==> src/hdl/etsg_pkg.sv <==
// Constants, states and register map of the trip and start guard block.
// Functional notes
// - External trip input on: enter trip, show E12, stop driving output.
// - Function code 12 latches a trip on the off-to-on edge only.
// - Dropping the trip input keeps the trip; only reset clears it.
// - On trip remove drive so the motor coasts; alarm on at once.
// - Reset released with run active and guard off resumes driving.
// - Guard on: cleared trip waits for fresh run edge or reset pulse.
// - Guard off: run active at power-up starts running at once.
// - Guard on and run active at power-up: no start, trip E13.
// - Guard trip cleared by reset terminal restarts if run active.
// - After E09 cleared by reset, guard check applies to active run.
// - Guard uses code 13; both functions fit any of six slots.
package etsg_pkg;
   localparam int NUM_SLOTS = 6;
   localparam int FUNC_W = 5;
   localparam logic [FUNC_W-1:0] FUNC_EXT_TRIP = 5'h0C;
   localparam logic [FUNC_W-1:0] FUNC_START_GUARD = 5'h0D;
   localparam logic [FUNC_W-1:0] FUNC_RESET_VAL = 5'h00;

   localparam int ADDR_W = 8;
   localparam logic [ADDR_W-1:0] REG_SLOT_FUNC = 8'h00;
   localparam logic [ADDR_W-1:0] REG_STATUS = 8'h04;
   localparam logic [ADDR_W-1:0] REG_IRQ_STAT = 8'h08;
   localparam logic [ADDR_W-1:0] REG_IRQ_MASK = 8'h0C;
   localparam logic [ADDR_W-1:0] REG_HISTORY = 8'h10;

   localparam logic [7:0] ERR_NONE = 8'h00;
   localparam logic [7:0] ERR_UNDERVOLT = 8'h09;
   localparam logic [7:0] ERR_EXT_TRIP = 8'h0C;
   localparam logic [7:0] ERR_START_GUARD = 8'h0D;

   // Interrupt status and history bit positions
   localparam int EV_EXT = 0;
   localparam int EV_GUARD = 1;
   localparam int EV_UV = 2;
   localparam int EV_START = 3;
   localparam int NUM_EV = 4;
   localparam logic [NUM_EV-1:0] MASK_RESET_VAL = 4'h0;

   typedef enum logic [2:0] {
      etsg_pwrup, etsg_stop, etsg_run, etsg_trip, etsg_clear, etsg_hold
   } etsg_state_e;
endpackage : etsg_pkg

==> src/hdl/etsg_guard.sv <==
// External trip latch and unattended start guard with register port.
`timescale 1ns/1ps
`default_nettype none
module etsg_guard (
   // Clock and reset
   input wire logic mclk,
   input wire logic srst,
   // Register port
   input wire logic [etsg_pkg::ADDR_W-1:0] reg_addr,
   input wire logic [31:0] reg_wdata,
   input wire logic reg_wr,
   input wire logic reg_rd,
   output logic [31:0] reg_rdata,
   // Field inputs
   input wire logic [etsg_pkg::NUM_SLOTS-1:0] prog_in,
   input wire logic run_cmd,
   input wire logic reset_terminal,
   input wire logic keypad_reset,
   input wire logic undervolt,
   // Drive and alarm
   output logic drive_en,
   output logic alarm,
   output logic [7:0] error_code,
   output logic irq
);
   import etsg_pkg::*;

   etsg_state_e state, next_state;
   logic [FUNC_W*NUM_SLOTS-1:0] slot_func;
   logic [NUM_EV-1:0] irq_stat, irq_mask, history;
   logic [7:0] next_err, clear_cause;
   logic ext_prev, run_prev, rt_prev;

   // Slot decode: any slot may carry either function
   wire [NUM_SLOTS-1:0] ext_hit;
   wire [NUM_SLOTS-1:0] guard_hit;
   genvar g;
   generate
      for (g = 0; g < NUM_SLOTS; g++) begin : g_slot
         assign ext_hit[g] = prog_in[g] &&
            slot_func[g*FUNC_W +: FUNC_W] == FUNC_EXT_TRIP;
         assign guard_hit[g] = prog_in[g] &&
            slot_func[g*FUNC_W +: FUNC_W] == FUNC_START_GUARD;
      end
   endgenerate

   wire ext_active = |ext_hit;
   wire guard_en = |guard_hit;
   wire ext_rise = ext_active && !ext_prev;
   wire run_rise = run_cmd && !run_prev;
   // Both reset sources count as the same clear request
   wire clr_req = keypad_reset || (reset_terminal && !rt_prev);
   wire uv_new = undervolt && state != etsg_trip && state != etsg_clear;
   wire in_trip = state == etsg_trip || state == etsg_clear;

   // Trip and start sequencing
   always_comb begin
      next_state = state;
      next_err = error_code;
      if (ext_rise) begin
         next_state = etsg_trip;
         next_err = ERR_EXT_TRIP;
      end else if (uv_new) begin
         next_state = etsg_trip;
         next_err = ERR_UNDERVOLT;
      end else begin
         unique case (state)
            etsg_pwrup: begin
               if (run_cmd && guard_en) begin
                  next_state = etsg_trip;
                  next_err = ERR_START_GUARD;
               end else if (run_cmd) begin
                  next_state = etsg_run;
               end else begin
                  next_state = etsg_stop;
               end
            end
            etsg_stop: begin
               if (run_rise) begin
                  next_state = etsg_run;
               end
            end
            etsg_run: begin
               if (!run_cmd) begin
                  next_state = etsg_stop;
               end
            end
            etsg_trip: begin
               // Trip input level alone never clears it
               if (clr_req) begin
                  next_state = etsg_clear;
                  next_err = ERR_NONE;
               end else if (error_code == ERR_START_GUARD && !run_cmd) begin
                  next_state = etsg_stop;
                  next_err = ERR_NONE;
               end
            end
            etsg_clear: begin
               // Drive stays off until the reset terminal is released
               if (!reset_terminal) begin
                  if (!run_cmd) begin
                     next_state = etsg_stop;
                  end else if (clear_cause == ERR_START_GUARD ||
                               clear_cause == ERR_NONE) begin
                     next_state = etsg_run;
                  end else if (clear_cause == ERR_UNDERVOLT && guard_en) begin
                     next_state = etsg_trip;
                     next_err = ERR_START_GUARD;
                  end else if (guard_en) begin
                     next_state = etsg_hold;
                  end else begin
                     next_state = etsg_run;
                  end
               end
            end
            etsg_hold: begin
               if (!run_cmd) begin
                  next_state = etsg_stop;
               end else if (run_rise) begin
                  next_state = etsg_run;
               end else if (clr_req) begin
                  next_state = etsg_clear;
               end
            end
         endcase
      end
   end

   always_ff @(posedge mclk) begin
      if (srst) begin
         state <= etsg_pwrup;
         error_code <= ERR_NONE;
      end else begin
         state <= next_state;
         error_code <= next_err;
      end
   end

   always_ff @(posedge mclk) begin
      if (srst) begin
         clear_cause <= ERR_NONE;
      end else if (state == etsg_trip && clr_req) begin
         clear_cause <= error_code;
      end else if (state == etsg_hold && clr_req) begin
         clear_cause <= ERR_NONE;
      end
   end

   // Edge history; the trip input counts as off before power-up
   always_ff @(posedge mclk) begin
      if (srst) begin
         ext_prev <= 1'b0;
         run_prev <= 1'b0;
         rt_prev <= 1'b0;
      end else begin
         ext_prev <= ext_active;
         run_prev <= run_cmd;
         rt_prev <= reset_terminal;
      end
   end

   // Coast: no drive in any trip or clearing state
   assign drive_en = state == etsg_run;
   assign alarm = in_trip;

   // Events
   wire [NUM_EV-1:0] ev;
   assign ev[EV_EXT] = ext_rise;
   assign ev[EV_GUARD] = next_state == etsg_trip &&
      next_err == ERR_START_GUARD && state != etsg_trip;
   assign ev[EV_UV] = uv_new && !ext_rise;
   assign ev[EV_START] = next_state == etsg_run && state != etsg_run;

   // Register decode
   wire wr_func = reg_wr && reg_addr == REG_SLOT_FUNC;
   wire wr_istat = reg_wr && reg_addr == REG_IRQ_STAT;
   wire wr_imask = reg_wr && reg_addr == REG_IRQ_MASK;
   wire [NUM_EV-1:0] w1c = wr_istat ? reg_wdata[NUM_EV-1:0] : '0;
   wire [31:0] status_word = {16'h0000, error_code, 4'h0,
      guard_en, alarm, drive_en, run_cmd};
   wire [31:0] rd_mux =
      reg_addr == REG_SLOT_FUNC ? {2'b00, slot_func} :
      reg_addr == REG_STATUS ? status_word :
      reg_addr == REG_IRQ_STAT ? {28'h0000000, irq_stat} :
      reg_addr == REG_IRQ_MASK ? {28'h0000000, irq_mask} :
      reg_addr == REG_HISTORY ? {28'h0000000, history} : 32'h00000000;

   // Slot settings survive reset, else the power-up check never sees the guard
   always_ff @(posedge mclk) begin
      if (wr_func) begin
         slot_func <= reg_wdata[FUNC_W*NUM_SLOTS-1:0];
      end
   end

   always_ff @(posedge mclk) begin
      if (srst) begin
         irq_mask <= MASK_RESET_VAL;
         irq_stat <= '0;
         history <= '0;
         reg_rdata <= 32'h00000000;
      end else begin
         if (wr_imask) begin
            irq_mask <= reg_wdata[NUM_EV-1:0];
         end
         // New event wins over a same-cycle clear
         irq_stat <= (irq_stat & ~w1c) | ev;
         history <= (clr_req ? '0 : history) | ev;
         reg_rdata <= reg_rd ? rd_mux : 32'h00000000;
      end
   end

   assign irq = |(irq_stat & irq_mask);

   // Checks
   property p_ext_trip;
      @(posedge mclk) disable iff (srst)
      ext_rise |=> alarm && !drive_en && error_code == ERR_EXT_TRIP;
   endproperty
   a_ext_trip: assert property (p_ext_trip)
      else $error("external trip not latched");

   property p_hold_trip;
      @(posedge mclk) disable iff (srst)
      (state == etsg_trip && !clr_req && error_code == ERR_EXT_TRIP)
         |=> state == etsg_trip;
   endproperty
   a_hold_trip: assert property (p_hold_trip)
      else $error("trip cleared without reset");

   property p_fall_no_trip;
      @(posedge mclk) disable iff (srst)
      (state inside {etsg_stop, etsg_run, etsg_hold} && $fell(ext_active) &&
       !undervolt && !clr_req) |=> !alarm;
   endproperty
   a_fall_no_trip: assert property (p_fall_no_trip)
      else $error("trip on falling input");

   property p_off_while_tripped;
      @(posedge mclk) disable iff (srst)
      error_code != ERR_NONE |-> alarm && !drive_en;
   endproperty
   a_off_while_tripped: assert property (p_off_while_tripped)
      else $error("drive on while tripped");

   property p_resume;
      @(posedge mclk) disable iff (srst)
      (state == etsg_clear && !reset_terminal && run_cmd && !guard_en &&
       clear_cause == ERR_EXT_TRIP && !ext_rise && !undervolt)
         |=> drive_en;
   endproperty
   a_resume: assert property (p_resume)
      else $error("no resume after reset release");

   property p_guard_hold;
      @(posedge mclk) disable iff (srst)
      (state == etsg_clear && !reset_terminal && run_cmd && guard_en &&
       clear_cause == ERR_EXT_TRIP && !ext_rise && !undervolt)
         |=> !drive_en ##1 (!drive_en || $past(run_rise) || $past(clr_req));
   endproperty
   a_guard_hold: assert property (p_guard_hold)
      else $error("guard restarted without fresh command");

   property p_pwr_run;
      @(posedge mclk) disable iff (srst)
      (state == etsg_pwrup && run_cmd && !guard_en && !ext_rise &&
       !undervolt) |=> drive_en;
   endproperty
   a_pwr_run: assert property (p_pwr_run)
      else $error("no start at power-up");

   property p_pwr_guard;
      @(posedge mclk) disable iff (srst)
      (state == etsg_pwrup && run_cmd && guard_en && !ext_rise &&
       !undervolt) |=> alarm && error_code == ERR_START_GUARD;
   endproperty
   a_pwr_guard: assert property (p_pwr_guard)
      else $error("guard did not trip at power-up");

   property p_guard_reset;
      @(posedge mclk) disable iff (srst)
      (state == etsg_clear && !reset_terminal && run_cmd &&
       clear_cause == ERR_START_GUARD && !ext_rise && !undervolt)
         |=> drive_en;
   endproperty
   a_guard_reset: assert property (p_guard_reset)
      else $error("no restart after guard reset");

   property p_uv_guard;
      @(posedge mclk) disable iff (srst)
      (state == etsg_clear && !reset_terminal && run_cmd && guard_en &&
       clear_cause == ERR_UNDERVOLT && !ext_rise && !undervolt)
         |=> alarm && error_code == ERR_START_GUARD;
   endproperty
   a_uv_guard: assert property (p_uv_guard)
      else $error("guard skipped after undervoltage");

   property p_guard_drop;
      @(posedge mclk) disable iff (srst)
      (state == etsg_trip && error_code == ERR_START_GUARD && !run_cmd &&
       !clr_req && !ext_rise) |=> !alarm && error_code == ERR_NONE;
   endproperty
   a_guard_drop: assert property (p_guard_drop)
      else $error("guard alarm kept after run dropped");
endmodule : etsg_guard
`default_nettype wire

==> config.mk <==
export PLATFORM = sky130hd
export DESIGN_NAME = etsg_guard
export DESIGN_NICKNAME = d
export VERILOG_FILES = /design/src/hdl/etsg_pkg.sv /design/src/hdl/etsg_guard.sv
export SDC_FILE = /design/constraint.sdc
export NUM_CORES = 1
export LEC_CHECK = 0
export ABC_AREA = 1
export BUFFER_PORTS_ARGS = -buffer_cell sky130_fd_sc_hd__buf_2
export CAP_MARGIN = 30
export CORE_ASPECT_RATIO = 1.2
export CORE_MARGIN = 5
export CORE_UTILIZATION = 47
export CTS_BUF_LIST = sky130_fd_sc_hd__clkbuf_16
export DETAILED_ROUTE_END_ITERATION = 7
export GPL_ROUTABILITY_DRIVEN = 0
export PLACE_DENSITY = 0.77
export SETUP_SLACK_MARGIN = 0.02
export SKIP_CTS_REPAIR_TIMING = 1
export SLEW_MARGIN = 20
export SYNTH_ARGS = -nofsm -noshare
export SYNTH_HDL_FRONTEND = slang
export SYNTH_SLANG_ARGS = --single-unit
==> constraint.sdc <==
create_clock -name mclk -period 1.9 [get_ports mclk]
set_input_delay 0.095 -clock mclk [delete_from_list [all_inputs] [get_ports mclk]]
set_output_delay 0.095 -clock mclk [all_outputs]
set_load 0.02 [all_outputs]
==> flow_summary_export.csv <==
group,metric,value,unit
sta,finalHoldViolations,0,
run_status,outcome,"complete, but fails checks",
pwr,p_int,3.18,mW
clocking,tritoncts,"yes",
worst_setup_path,worstPathRequired,2.18,ns
route,num_vias,3594,
sta,rsz0062_at_grt,"true",
layout,fin_util,65.3,%
sta,slew_headroom,63.1,%
synth,ys_seq_area_share,56.6,%
sta,period_share,102,%
sta,finalMaxSlewViolations,0,
placement,placed_area,4510,µm²
worst_setup_path,endpoint_kind,"flop",
sta,fin_tns_setup,-0.0679,ns
die,start_util,47.8,%
synth,netlist_instances,465,
worst_setup_path,cp_max_fo,7,
worst_setup_path,start_kind,"flop",
sta,fin_ws,-0.0423,ns
die,pin_count,97,
route,via_per_inst,5.07,
sta,clock.fmax,0.515,GHz
grt,grt_max_degree,31,
pwr,swShare,24.7,%
synth,syn_avg_cell_area,8.29,µm²
pwr,peakVddDrop,0.498,mV
clocking,path_clk_slew,0.07,ns
layout,diodes,0,
route,drt-total-wl,10.2,mm
die,die_w,92.7,µm
pwr,p_leak,2.38,nW
job,drv_cap,0,
run_status,violations,"negative setup slack",
die,coreArea,8060,µm²
clocking,cts_max_level,3,
worst_setup_path,cp.arrival,2.22,ns
layout,drive_gt1_share,29.8,%
clocking,worst_skew_pair.late_latency,0.34,ns
worst_setup_path,startpoint,"slot_func[29]$_DFFE_PP_",
layout,final_cell_area,5260,µm²
min_path,hold_path.class,"input port to flop",
synth,netlist_area,3860,µm²
sta,fin_crit,1.94,ns
worst_setup_path,worst-r2r-cell-count,13,
placement,dpl.hpwl,7.04,mm
worst_setup_path,r2r_setup_slack,-0.04,ns
worst_setup_path,reg2reg_from,"slot_func[29]$_DFFE_PP_",
pwr,power_density,801,nW/µm²
layout,fillCellCount,639,
route,top_layer,"met4",
placement,io_buffer_count,92,
route,drc,0,
route,wl_met3,661,µm
sta,finClkSkew,0.00747,ns
clocking,cts_inserted_buffers,9,
pwr,total_power,4.21,mW
worst_setup_path,endpoint,"history[1]$_SDFF_PP0_",
clocking,ctsLongestPathBuffers,2,
route,met1_length,3.97,mm
layout,final_nets,663,
placement,dp_cells,658,
sta,fin_hold_ws,0.0689,ns
synth,yosys_warnings,0,
grt,grtUsageTotal,18.6,%
grt,grt_pass1_vias,3234,
grt,grt.overflow.total,0,
pwr,p_comb_share,9.7,%
route,routedWlPerCell,14.4,µm
synth,synth_seq_cells,94,
sta,tightest_slew,0.549,ns
die,rows,36,
layout,areaGrowthSynthToFinish,36.5,%
route,ant_nets,0,
clocking,cts.sinks,94,
grt,grt_antenna_before_repair,0,
worst_setup_path,r2r-end,"history[1]$_SDFF_PP0_",
grt,grt_pass1_wl,14.8,mm
route,wl_met2,5.48,mm
pwr,seq_power_share,50.2,%
pwr,p_sw,1.04,mW
worst_setup_path,critPathKind,"flop to flop",
die,die_area,10100,µm²
placement,pre_cts_ws,-0.0635,ns
sta,setup_violations,2,
route,first_iter_violations,161,
synth,synthDistinctLibCells,35,
layout,stdcell_count,709,
route,dr.pass1.iters,5,
die,die_h,109,µm
clocking,root_buffer,"clkbuf_16",
pwr,power.share.clock,40.2,%
[sequential cells by signal (all words and copies together) (netlist names)]
name / flops
history: 4
run_prev: 1
reg_rdata: 30
irq_mask: 4
clear_cause: 8
error_code: 8
ext_prev: 1
rt_prev: 1
state: 3
irq_stat: 4
slot_func: 30
[synthesized netlist by cell type, drive strengths merged]
cell      n  area share (%)
a31oi     2            0.32
nor3b     1            0.32
o22ai     3            0.49
nand2   128              13
nand4     6            0.97
clkbuf    5            0.49
or2       2            0.32
nor3      6            0.78
o221ai    1            0.23
a21oi    32             4.2
buf       4            0.65
o21a      2            0.39
o21bai    1            0.29
a221oi    2            0.45
conb      1           0.097
nand3    24             3.6
o21ai    10             1.3
edfxtp   30              23
dfxtp    64              33
and2      1            0.16
nor2     77             7.9
a21boi    1            0.19
nor4      4             1.6
inv      58             5.6
[area by class of cell]
cell class / instances / area, µm² / area share [%]
inverter: 58 / 218 / 4.14
timing repair buffer: 141 / 916 / 17.4
clock buffer: 9 / 225 / 4.28
multi-input combinational: 305 / 1550 / 29.4
clock inverter: 7 / 57.6 / 1.09
tap: 95 / 119 / 2.26
sequential: 94 / 2180 / 41.5
[cells by family after synthesis]
family / Yosys count / share of synthesized area [%]
simple gates: 249 / 28.7
buf+inv: 67 / 6.78
flops: 94 / 56.6
compound gates: 54 / 7.82
other cells: 1 / 0.0972
[critical path: stages (launching register included)]
cell	delay (ns)
edfxtp_1	0.38
inv_1	0.11
nand3_1	0.13
nor3_1	0.20
nor2_1	0.11
nand2_1	0.09
nand2_2	0.10
nand2_4	0.11
nor2_1	0.07
o21ai_2	0.15
nand2_2	0.06
nor2_2	0.13
nand3_2	0.11
a21oi_2	0.14
[placed cells by master, fill, tap and decap left out, types with 16 or more instances in the layout]
master,count
edfxtp_1,30
nand2_2,16
a21oi_1,29
nand3_1,18
dlygate4sd3_1,30
buf_2,92
buf_4,18
inv_1,50
nand2_1,110
nor2_1,67
dfxtp_1,64
[how the worst min path moves through the flow]
stage | start | to | slack, ns | cells after the start
finish | reset_terminal | rt_prev$_SDFF_PP0_ | 0.07 | 3
detailed placement | reg_wdata[21] | slot_func[21]$_DFFE_PP_ | 0.27 | 1
global placement | reg_wdata[24] | slot_func[24]$_DFFE_PP_ | 0.27 | 1
floorplan | reg_wdata[0] | slot_func[0]$_DFFE_PP_ | 0.19 | 0
CTS | reg_wdata[21] | slot_func[21]$_DFFE_PP_ | -0.08 | 1
global route | reset_terminal | rt_prev$_SDFF_PP0_ | 0.1 | 3
[per-layer routing]
metal / global-route usage, % / vias up
met5: 0 / -
met4: 6.18 / 0
met3: 3.52 / 14
met2: 33.4 / 135
met1: 22.4 / 1665
li1: - / 1780
[power groups by stage]
stage	sequential, mW	clock [mW]	combinational [mW]
after floorplan	2.16	0	0.191
after global placement	2.16	0	0.318
after detailed placement	2.16	0	0.322
after CTS	2.11	1.72	0.323
after global routing	2.12	1.83	0.445
final	2.11	1.69	0.407
No activity file was read; power rests on OpenSTA's default activity.
